### src/clr_pkg.sv
// Constants and state type of the clearing-instruction execute block
// How it works
// - Clear-file zeroes addressed register, sets zero
// - Clear-accumulator zeroes accumulator, sets zero flag
// - Watchdog-clear resets watchdog counter in one cycle
// - Prescaler cleared only when assigned to watchdog
// - Watchdog-clear sets timeout and powerdown flags
package clr_pkg;
	// Opcode patterns, twelve-bit instruction words
	localparam logic [11:0] OP_CLEAR_ACC = 12'h040;
	localparam logic [11:0] OP_WD_CLEAR = 12'h004;
	localparam logic [6:0] OP_CLEAR_FILE_TOP = 7'h03;
	localparam int FILE_ADDR_W = 5;
	localparam int FILE_COUNT = 32;

	// Register port map
	localparam int ADDR_W = 6;
	localparam logic [5:0] REG_CTRL = 6'h00;
	localparam logic [5:0] REG_STATUS = 6'h01;
	localparam logic [5:0] REG_ACC = 6'h02;
	localparam logic [5:0] REG_WDT = 6'h03;
	localparam logic [5:0] REG_PRE = 6'h04;
	localparam logic [5:0] REG_FILE_BASE = 6'h20;

	// Field positions
	localparam int CTRL_PRE_TO_WD_BIT = 0;
	localparam int STATUS_ZERO_BIT = 0;
	localparam int STATUS_TO_N_BIT = 1;
	localparam int STATUS_PD_N_BIT = 2;

	// Reset values
	localparam logic [7:0] RST_BYTE = 8'h00;
	localparam logic RST_ZERO = 1'b0;
	localparam logic RST_TO_N = 1'b1;
	localparam logic RST_PD_N = 1'b1;
	localparam logic RST_PRE_TO_WD = 1'b1;
	localparam logic [7:0] CLEARED = 8'h00;
	localparam logic [7:0] COUNT_MAX = 8'hFF;

	typedef struct packed {
		logic [FILE_COUNT-1:0][7:0] file_regs;
		logic [7:0] acc;
		logic zero;
		logic to_n;
		logic pd_n;
		logic [7:0] wdt;
		logic [7:0] pre;
		logic pre_to_wd;
		logic [2:0] sync;
		logic tick_lvl;
		logic done;
		logic [7:0] rd_data;
	} clr_state_t;
endpackage

### src/clr_dec_if.sv
// Decode results passed from the decoder to the execute stage
`timescale 1ns/1ps
interface clr_dec_if;
	logic clear_file_op;
	logic clear_accumulator_op;
	logic watchdog_clear_op;
	logic [4:0] file_addr;

	modport decoder (
		output clear_file_op,
		output clear_accumulator_op,
		output watchdog_clear_op,
		output file_addr
	);
	modport exec (
		input clear_file_op,
		input clear_accumulator_op,
		input watchdog_clear_op,
		input file_addr
	);
endinterface

### src/clr_decode.sv
// Opcode decoder for the three clearing instructions
`timescale 1ns/1ps
module clr_decode (
	input wire logic [11:0] instr,
	input wire logic instr_valid,
	clr_dec_if.decoder dec
);
	always_comb
	begin
		dec.clear_file_op = instr_valid
			&& (instr[11:5] == clr_pkg::OP_CLEAR_FILE_TOP);
		dec.clear_accumulator_op = instr_valid
			&& (instr == clr_pkg::OP_CLEAR_ACC);
		dec.watchdog_clear_op = instr_valid
			&& (instr == clr_pkg::OP_WD_CLEAR);
		dec.file_addr = instr[4:0];
	end
endmodule

### src/clr_exec.sv
// Execute stage for clear-file, clear-accumulator and watchdog-clear
//
// Decided for this implementation: the address-and-strobe port and the register addresses.
`timescale 1ns/1ps
module clr_exec (
	input wire logic clk_sys,
	input wire logic reset_n,
	input wire logic [11:0] instr,
	input wire logic instr_valid,
	input wire logic wd_tick_pin,
	input wire logic tick_counter_inc,
	input wire logic sleep_enter,
	input wire logic [5:0] reg_addr,
	input wire logic [7:0] reg_wdata,
	input wire logic reg_wr,
	input wire logic reg_rd,
	output logic [7:0] reg_rdata,
	output logic [7:0] accumulator,
	output logic zero_flag,
	output logic timeout_flag_n,
	output logic powerdown_flag_n,
	output logic [7:0] watchdog_counter,
	output logic [7:0] prescaler,
	output logic instr_done
);
	clr_dec_if dec_bus ();
	clr_pkg::clr_state_t st_r;
	clr_pkg::clr_state_t st_nxt;
	logic agree;
	logic wd_tick;
	logic pre_carry;
	logic wd_step;
	logic tc_step;

	clr_decode u_decode (
		.instr(instr),
		.instr_valid(instr_valid),
		.dec(dec_bus.decoder)
	);

	always_comb
	begin
		st_nxt = st_r;
		st_nxt.rd_data = clr_pkg::CLEARED;
		st_nxt.done = 1'b0;

		// Watchdog pulse arrives from its own oscillator
		st_nxt.sync = {st_r.sync[1:0], wd_tick_pin};
		agree = (st_r.sync[1] == st_r.sync[2]);
		wd_tick = agree && st_r.sync[2] && !st_r.tick_lvl;
		if (agree)
		begin
			st_nxt.tick_lvl = st_r.sync[2];
		end

		// Shared prescaler serves one owner at a time
		wd_step = 1'b0;
		tc_step = st_r.pre_to_wd ? wd_tick : tick_counter_inc;
		pre_carry = (st_r.pre == clr_pkg::COUNT_MAX);
		if (tc_step)
		begin
			st_nxt.pre = st_r.pre + 8'h01;
			wd_step = st_r.pre_to_wd && pre_carry;
		end
		if (!st_r.pre_to_wd && wd_tick)
		begin
			wd_step = 1'b1;
		end
		if (wd_step)
		begin
			st_nxt.wdt = st_r.wdt + 8'h01;
			if (st_r.wdt == clr_pkg::COUNT_MAX)
			begin
				st_nxt.to_n = 1'b0;
			end
		end
		if (sleep_enter)
		begin
			st_nxt.pd_n = 1'b0;
		end

		// Software writes; instruction effects below take priority
		if (reg_wr)
		begin
			if (reg_addr == clr_pkg::REG_CTRL)
			begin
				st_nxt.pre_to_wd =
					reg_wdata[clr_pkg::CTRL_PRE_TO_WD_BIT];
			end
			else if (reg_addr == clr_pkg::REG_STATUS)
			begin
				st_nxt.zero = reg_wdata[clr_pkg::STATUS_ZERO_BIT];
			end
			else if (reg_addr == clr_pkg::REG_ACC)
			begin
				st_nxt.acc = reg_wdata;
			end
			else if (reg_addr[5] == clr_pkg::REG_FILE_BASE[5])
			begin
				st_nxt.file_regs[reg_addr[4:0]] = reg_wdata;
			end
		end

		if (dec_bus.clear_file_op)
		begin
			st_nxt.file_regs[dec_bus.file_addr] = clr_pkg::CLEARED;
			st_nxt.zero = 1'b1;
			st_nxt.done = 1'b1;
		end
		if (dec_bus.clear_accumulator_op)
		begin
			st_nxt.acc = clr_pkg::CLEARED;
			st_nxt.zero = 1'b1;
			st_nxt.done = 1'b1;
		end
		if (dec_bus.watchdog_clear_op)
		begin
			st_nxt.wdt = clr_pkg::CLEARED;
			// prescaler only when watchdog owns it
			if (st_r.pre_to_wd)
			begin
				st_nxt.pre = clr_pkg::CLEARED;
			end
			st_nxt.to_n = 1'b1;
			st_nxt.pd_n = 1'b1;
			st_nxt.done = 1'b1;
		end
		// zero flag untouched by watchdog-clear
		// (only the branches above touch it)

		// Read data stands for the one cycle after the strobe
		if (reg_rd)
		begin
			if (reg_addr == clr_pkg::REG_CTRL)
			begin
				st_nxt.rd_data[clr_pkg::CTRL_PRE_TO_WD_BIT] =
					st_r.pre_to_wd;
			end
			else if (reg_addr == clr_pkg::REG_STATUS)
			begin
				st_nxt.rd_data[clr_pkg::STATUS_ZERO_BIT] = st_r.zero;
				st_nxt.rd_data[clr_pkg::STATUS_TO_N_BIT] = st_r.to_n;
				st_nxt.rd_data[clr_pkg::STATUS_PD_N_BIT] = st_r.pd_n;
			end
			else if (reg_addr == clr_pkg::REG_ACC)
			begin
				st_nxt.rd_data = st_r.acc;
			end
			else if (reg_addr == clr_pkg::REG_WDT)
			begin
				st_nxt.rd_data = st_r.wdt;
			end
			else if (reg_addr == clr_pkg::REG_PRE)
			begin
				st_nxt.rd_data = st_r.pre;
			end
			else if (reg_addr[5] == clr_pkg::REG_FILE_BASE[5])
			begin
				st_nxt.rd_data = st_r.file_regs[reg_addr[4:0]];
			end
		end
	end

	always_ff @(posedge clk_sys or negedge reset_n)
	begin
		if (!reset_n)
		begin
			st_r.file_regs <= '0;
			st_r.acc <= clr_pkg::RST_BYTE;
			st_r.zero <= clr_pkg::RST_ZERO;
			st_r.to_n <= clr_pkg::RST_TO_N;
			st_r.pd_n <= clr_pkg::RST_PD_N;
			st_r.wdt <= clr_pkg::RST_BYTE;
			st_r.pre <= clr_pkg::RST_BYTE;
			st_r.pre_to_wd <= clr_pkg::RST_PRE_TO_WD;
			st_r.sync <= 3'h0;
			st_r.tick_lvl <= 1'b0;
			st_r.done <= 1'b0;
			st_r.rd_data <= clr_pkg::RST_BYTE;
		end
		else
		begin
			st_r <= st_nxt;
		end
	end

	assign reg_rdata = st_r.rd_data;
	assign accumulator = st_r.acc;
	assign zero_flag = st_r.zero;
	assign timeout_flag_n = st_r.to_n;
	assign powerdown_flag_n = st_r.pd_n;
	assign watchdog_counter = st_r.wdt;
	assign prescaler = st_r.pre;
	assign instr_done = st_r.done;
endmodule

### config.mk
export PLATFORM = sky130hd
export DESIGN_NAME = clr_exec
export DESIGN_NICKNAME = d
export VERILOG_FILES = /design/src/clr_pkg.sv /design/src/clr_dec_if.sv /design/src/clr_decode.sv /design/src/clr_exec.sv
export SDC_FILE = /design/constraint.sdc
export NUM_CORES = 1
export LEC_CHECK = 0
export BUFFER_PORTS_ARGS = -buffer_cell sky130_fd_sc_hd__buf_2
export CORE_MARGIN = 3
export CORE_UTILIZATION = 48
export DETAILED_ROUTE_END_ITERATION = 16
export PLACE_DENSITY_LB_ADDON = 0.12
export SETUP_SLACK_MARGIN = 0.3
export SYNTH_ARGS = -nofsm -noshare
export SYNTH_HDL_FRONTEND = slang
export SYNTH_SLANG_ARGS = --single-unit
### constraint.sdc
create_clock -name clk_sys -period 1.9 [get_ports clk_sys]
set_clock_uncertainty 0.15 [all_clocks]
set_input_delay 0 -clock clk_sys [delete_from_list [all_inputs] [get_ports clk_sys]]
set_output_delay 0 -clock clk_sys [all_outputs]
set_load 0.05 [all_outputs]
# ---- Word level (Yosys, flattened, before mapping)
# Index checks and enable logic that the tools add are counted.
dict set report word_totals {
  regBits 297
  inputBits 34
  word_cells 126
  out_inout_bits 36
}
dict set report op_classes {
  n_eq_ne 13
  addsub 2
  reduce_logical 23
  muxes 39
  n_lt_le_gt_ge 4
  bitwise_logic 2
}
# operator n
set op_table {}
lappend op_table {{$mux W256} 3}
lappend op_table {{$mux W265} 2}
lappend op_table {{$mux W264} 1}
lappend op_table {{$and A256 B256 Y256} 1}
lappend op_table {{$bwmux W256} 1}
lappend op_table {{$not A256 Y256} 1}
lappend op_table {{$mux W8} 12}
lappend op_table {{$demux W8 S5} 2}
lappend op_table {{$bmux W8 S5} 1}
lappend op_table {{$mux W18} 1}
lappend op_table {{$add A8 B1 Y8 const B} 2}
lappend op_table {{$eq A8 B8 Y1 const B} 2}
lappend op_table {{$eq A12 B3 Y1 const B} 1}
lappend op_table {{$eq A12 B7 Y1 const B} 1}
lappend op_table {{$eq A6 B2 Y1 const B} 2}
lappend op_table {{$lt A5 B6 Y1 const B} 2}
lappend op_table {{$mux W1} 12}
lappend op_table {{$ge A5 B1 Y1 const B} 2}
lappend op_table {{$reduce_bool A2 Y1} 5}
lappend op_table {{$logic_and A1 B1 Y1} 9}
lappend op_table {{$mux W9} 1}
lappend op_table {{$eq A7 B2 Y1 const B} 1}
lappend op_table {{$mux W7} 1}
lappend op_table {{$eq A6 B1 Y1 const B} 1}
lappend op_table {{other kinds (12)} 16}

# ---- Logic depth before layout (Yosys ltp)
dict set report logic_depth {
  depth_word 12
  depth_mapped 9
  ltp_nobuf 6
}

# ---- Cells and area by module
# From an unflattened synthesis, not the netlist that was laid out.
dict set report hier_totals {
  cells_unflattened 1498
  hier_area_um2 15389.8
}
# mod cells_per_inst area_each_um2 seq_area_each_um2 instances
set modules_own_cells {}
lappend modules_own_cells {clr_exec 1483 15264.6 7435.9 1}
lappend modules_own_cells {clr_decode 15 125.1 0.0 1}

# ---- Worst setup path before layout
# Ideal clock, no wire load.
dict set report synth_path {
  path_kind {register -> register}
  startpoint {register st_r[13] (netlist name)}
  endpoint {register st_r (netlist bit watchdog_counter[5])}
  required_time_ns 1.622
  path_stages_with_launch 6
  setup_ns 0.128
  n_path_buf 0
  synth_period_minus_slack_ns 1.829
  setup_slack_ns 0.071
  t_arrival_ns 1.551
  path_cell_list {dfstp_2 > nand3b_1 > a2111oi_4 > o2111ai_1 > xnor2_1 > nor2_1}
}
dict set report synth_via {
  elab_chain_len 4
  word_cells_on_any_way 7
  cone_classes {mux (3); reduce/logical (4)}
}
# element line
set synth_rtl {}
lappend synth_rtl {{start: declaration} clr_exec.sv:27} ;# clr_pkg::clr_state_t st_r;
lappend synth_rtl {{start signal: assignment} clr_exec.sv:183} ;# st_r <= st_nxt;
lappend synth_rtl {{$mux W1 (tied with other cells)} clr_exec.sv:58} ;# tc_step = st_r.pre_to_wd ? wd_tick : tick_counter_inc;
lappend synth_rtl {{$mux W1 / $logic_and A1 B1 Y1 (equally long branches)} {clr_exec.sv:60, clr_exec.sv:65}}
lappend synth_rtl {{$mux W1 *} clr_exec.sv:65} ;# if (!st_r.pre_to_wd && wd_tick)
lappend synth_rtl {{$reduce_bool A2 Y1 (no line) *} n/a}
# Every way passes the cells marked *; elsewhere a longest branch is shown, timed or not.
# A chain may end at the register's enable or synchronous reset.

==> run_results.csv <==
group,metric,value,unit
floorplan,die-area,33700,um^2
sta,finalHoldViolCount,3,
pwr,leakage,8.40,nW
yosys,synth.top_cell.area_share,48.5,%
global_route,grt_pass1_vias,12700,
pwr,vdd_ir_drop_max,0.000693,V
critical_path,setup.worst_path.end_class,"flip-flop",
yosys,synth_area_leader_cell,"dfrtp_1",
drt,drc,0,
global_route,grt-ovfl-total,0,
cells_and_area,area_growth,25.0,%
global_route,grt_max_degree,82,
drt,vias,13000,
floorplan,row_count,64,
cells_and_area,final_common_cell,"dfrtp_1",
drt,first_pass_iters,6,
yosys,syn-mean-instance-area,9.77,um^2
yosys,synthesis.nets,1588,
place,pre_cts_slack,-417,ps
clocking,clock_latency,520,ps
floorplan,coreArea,30800,um^2
cells_and_area,post-route-util,61.5,%
yosys,async_flop_share,100,%
clocking,clockBufferDepth,3,
clocking,cts_buffers,35,
cells_and_area,final_nets,1763,
sta,finalCriticalPeriod,2000,ps
sta,worstMarginPinSlew,575,ps
sta,fin_setup_tns,-137,ps
drt,via_per_inst,6.06,
floorplan,die_h,184,um
clocking,cts-root-buf,"clkbuf_16",
yosys,synth_enable_flop_cells,0,
sta,relSlewSlack,61.6,%
critical_path,crit_family,"compound AO/OA/AOI/OAI gates",
clocking,ctsHoldBuffers,27,
flow_run,maxCapViolCount,0,
critical_path,cp.arrival,2250,ps
sta,setup-violations-final,3,
sta,slew_violations,0,
clocking,clock_sinks,297,
hold_path,min_from,"instr[11]",
yosys,synthDistinctLibCells,54,
drt,post_drt_wl_per_cell,23.6,um
yosys,synth.area.top_cells,"dfrtp_1 (49%), mux4_2 (9.1%), a21oi_1 (6.5%)",
critical_path,cpMaxStageDelayCell,"mux4_2",
clocking,tritoncts,"built",
critical_path,crit_required,2150,ps
critical_path,worst-setup-path-type,"flip-flop to flip-flop",
critical_path,critPathMaxFanout,2,
sta,setup_ws,-103,ps
drt,final_antenna_net_count,0,
place,io_buffer_count,69,
critical_path,critPathLaunch,"st_r[258]",
global_route,antenna_found_initial,1,
place,place_congestion,0.907,
yosys,synth_flop_cell,"dfrtp_1",
yosys,synth_warnings,0,
cells_and_area,layout-drive-gt1-share,28.4,%
yosys,ys_ff_latch,297,
critical_path,cp_cell_sequence,"mux4_2, a32o_2, o31ai_2, buf_4, a31oi_2",
pwr,p_per_area,958,nW/um^2
cells_and_area,antennaDiodeCount,0,
sta,finalCritPeriodShare,105,%
floorplan,initial_utilization,49.2,%
drt,drt-total-wl,50500,um
cells_and_area,mostFrequentLayoutCells,"dfrtp_1 (293), nand2_1 (216), a21oi_1 (192)",
critical_path,crit_path_max_incr_delay,540,ps
sta,hold_slack,-84.0,ps
floorplan,ioPinCount,70,
hold_path,hold_class,"input pin to flip-flop",
yosys,syn_inst,1551,
run_status,status,"finished with violations",
sta,fmax,0.499,GHz
global_route,grt_usage,29.8,%
clocking,h-tree-depth,2,
run_status,failed_checks,"hold timing, setup timing",
critical_path,start_kind,"flip-flop",
floorplan,die_x,184,um
yosys,syn_area,15200,um^2
yosys,ys_seq_area_share,49.1,%
clocking,clk_pin_slew,60,ps
drt,drt_iter0_drc,1212,
global_route,grt_pass1_wl,77400,um
critical_path,critPathBufInv,1,
sta,rsz0062_at_grt,"true",
critical_path,r2r-start,"st_r[258]",
place,hpwl,34100,um
stage by stage:
step | area [um^2] | hold WS [ps] | std cells | power (mW)
3_3_place_gp | 17200 | -246 | 2054 | 11.3
3_5_place_dp | 17200 | -244 | 2054 | 11.4
5_1_grt | 19000 | -56.8 | 2144 | 18.9
6_report | 19000 | -84.0 | 2144 | 18.2
4_1_cts | 18800 | -13.5 | 2142 | 18.1
2_1_floorplan | 15400 | -446 | 1551 | 10.2
cell families (layout without fill, tap and decap cells):
group | after synthesis | in the layout | share of synthesized area, %
flip-flops | 297 | 297 | 49.1
AO/OA/AOI/OAI | 395 | 395 | 13.9
XOR/XNOR | 14 | 14 | 0.809
multiplexers | 162 | 162 | 15.8
adder cells (fa/ha/maj) | 3 | 3 | 0.248
AND/OR/NAND/NOR | 522 | 522 | 15.1
buffers and inverters | 158 | 355 | 5.06
routing by layer:
metal | global-route usage (%) | share of wire, % | vias up
met5 | 0 | 0.030 | -
met4 | 12.4 | 4.3 | 2
met1 | 43.3 | 43 | 6484
li1 | - | - | 5789
met2 | 44.3 | 45 | 584
met3 | 5.62 | 7.8 | 135
worst reg2reg max path, stage by stage, from the launching register on:
cell,delay (ps)
dfrtp_1,400
mux4_2,540
a32o_2,310
o31ai_2,260
buf_4,150
a31oi_2,70
worst paths after layout:
path | endpoint | slack [ps] | cells after the start
worst max-delay path | reg_rdata[1] | -100 | 5
worst min-delay path | timeout_flag_n | -80 | 6
worst max register to register | reg_rdata[1] | -100 | 5
worst min register to register | st_nxt[12] | 200 | 0
max in group asynchronous | st_r[89] | 450 | 4
min in group asynchronous | st_r[130] | 340 | 3
what timing repair did:
| action | CTS | global route |
|---|---|---|
| resized for setup | 48 | 39 |
| hold endpoints to repair | 536 | 2 |
| pin swaps | 21 | 19 |
| buffers inserted | 1 | 3 |
| gates cloned | 1 | 0 |
| endpoints found under the setup margin | 37 | 90 |
power breakdown:
group	internal (mW)	total [mW]	switching [mW]	leakage, nW
clock network	3.92	6.59	2.67	0.550
logic	1.48	3.72	2.24	3.93
registers	7.21	7.85	0.639	3.92
total	12.6	18.2	5.54	8.40
final cells by class:
cell class / count / area (um^2)
clock buffers: 49 / 998
clock inverters: 10 / 104
fillers: 2547 / 11900
inverters: 11 / 41.3
multi-input cells: 1096 / 7500
flip-flops and latches: 297 / 7440
well taps: 396 / 495
repair buffers: 285 / 2370
state kept, by name (all words and copies together), names as in the netlist:
name,cells
st_nxt,2
reg_rdata,8
watchdog_counter,8
accumulator,8
instr_done,1
timeout_flag_n,1
prescaler,8
powerdown_flag_n,1
st_r,259
zero_flag,1
Yosys cell counts (2+ instances only):
library cell  instances
or3b_2                2
a221oi_1              4
a21oi_1             197
o21ai_0             157
mux4_2               61
nor3_1                6
o2111ai_1             5
nor3b_1               2
o22ai_1               5
and3_1                6
buf_4                37
and2_1                2
nand4_1               7
a32o_1                4
nor4_4                3
o211ai_1              2
nor2_2               10
inv_1                11
nor2b_1               9
dfstp_2               3
o21a_1                2
nand2b_1             10
xnor2_1               5
dfrtp_1             294
or2_2                 2
mux2_2                8
nand3b_1              5
nor2_1              171
buf_2                28
nand3_1              50
mux2i_1              93
nand4b_1              2
and4_1                2
nand2_1             226
clkbuf_1             70
ha_1                  3
a31oi_1               7
a22oi_1               3
buf_1                12
a211oi_1              2
nand3_2               2
xor2_1                9
Power figures use the tool's default switching activity.
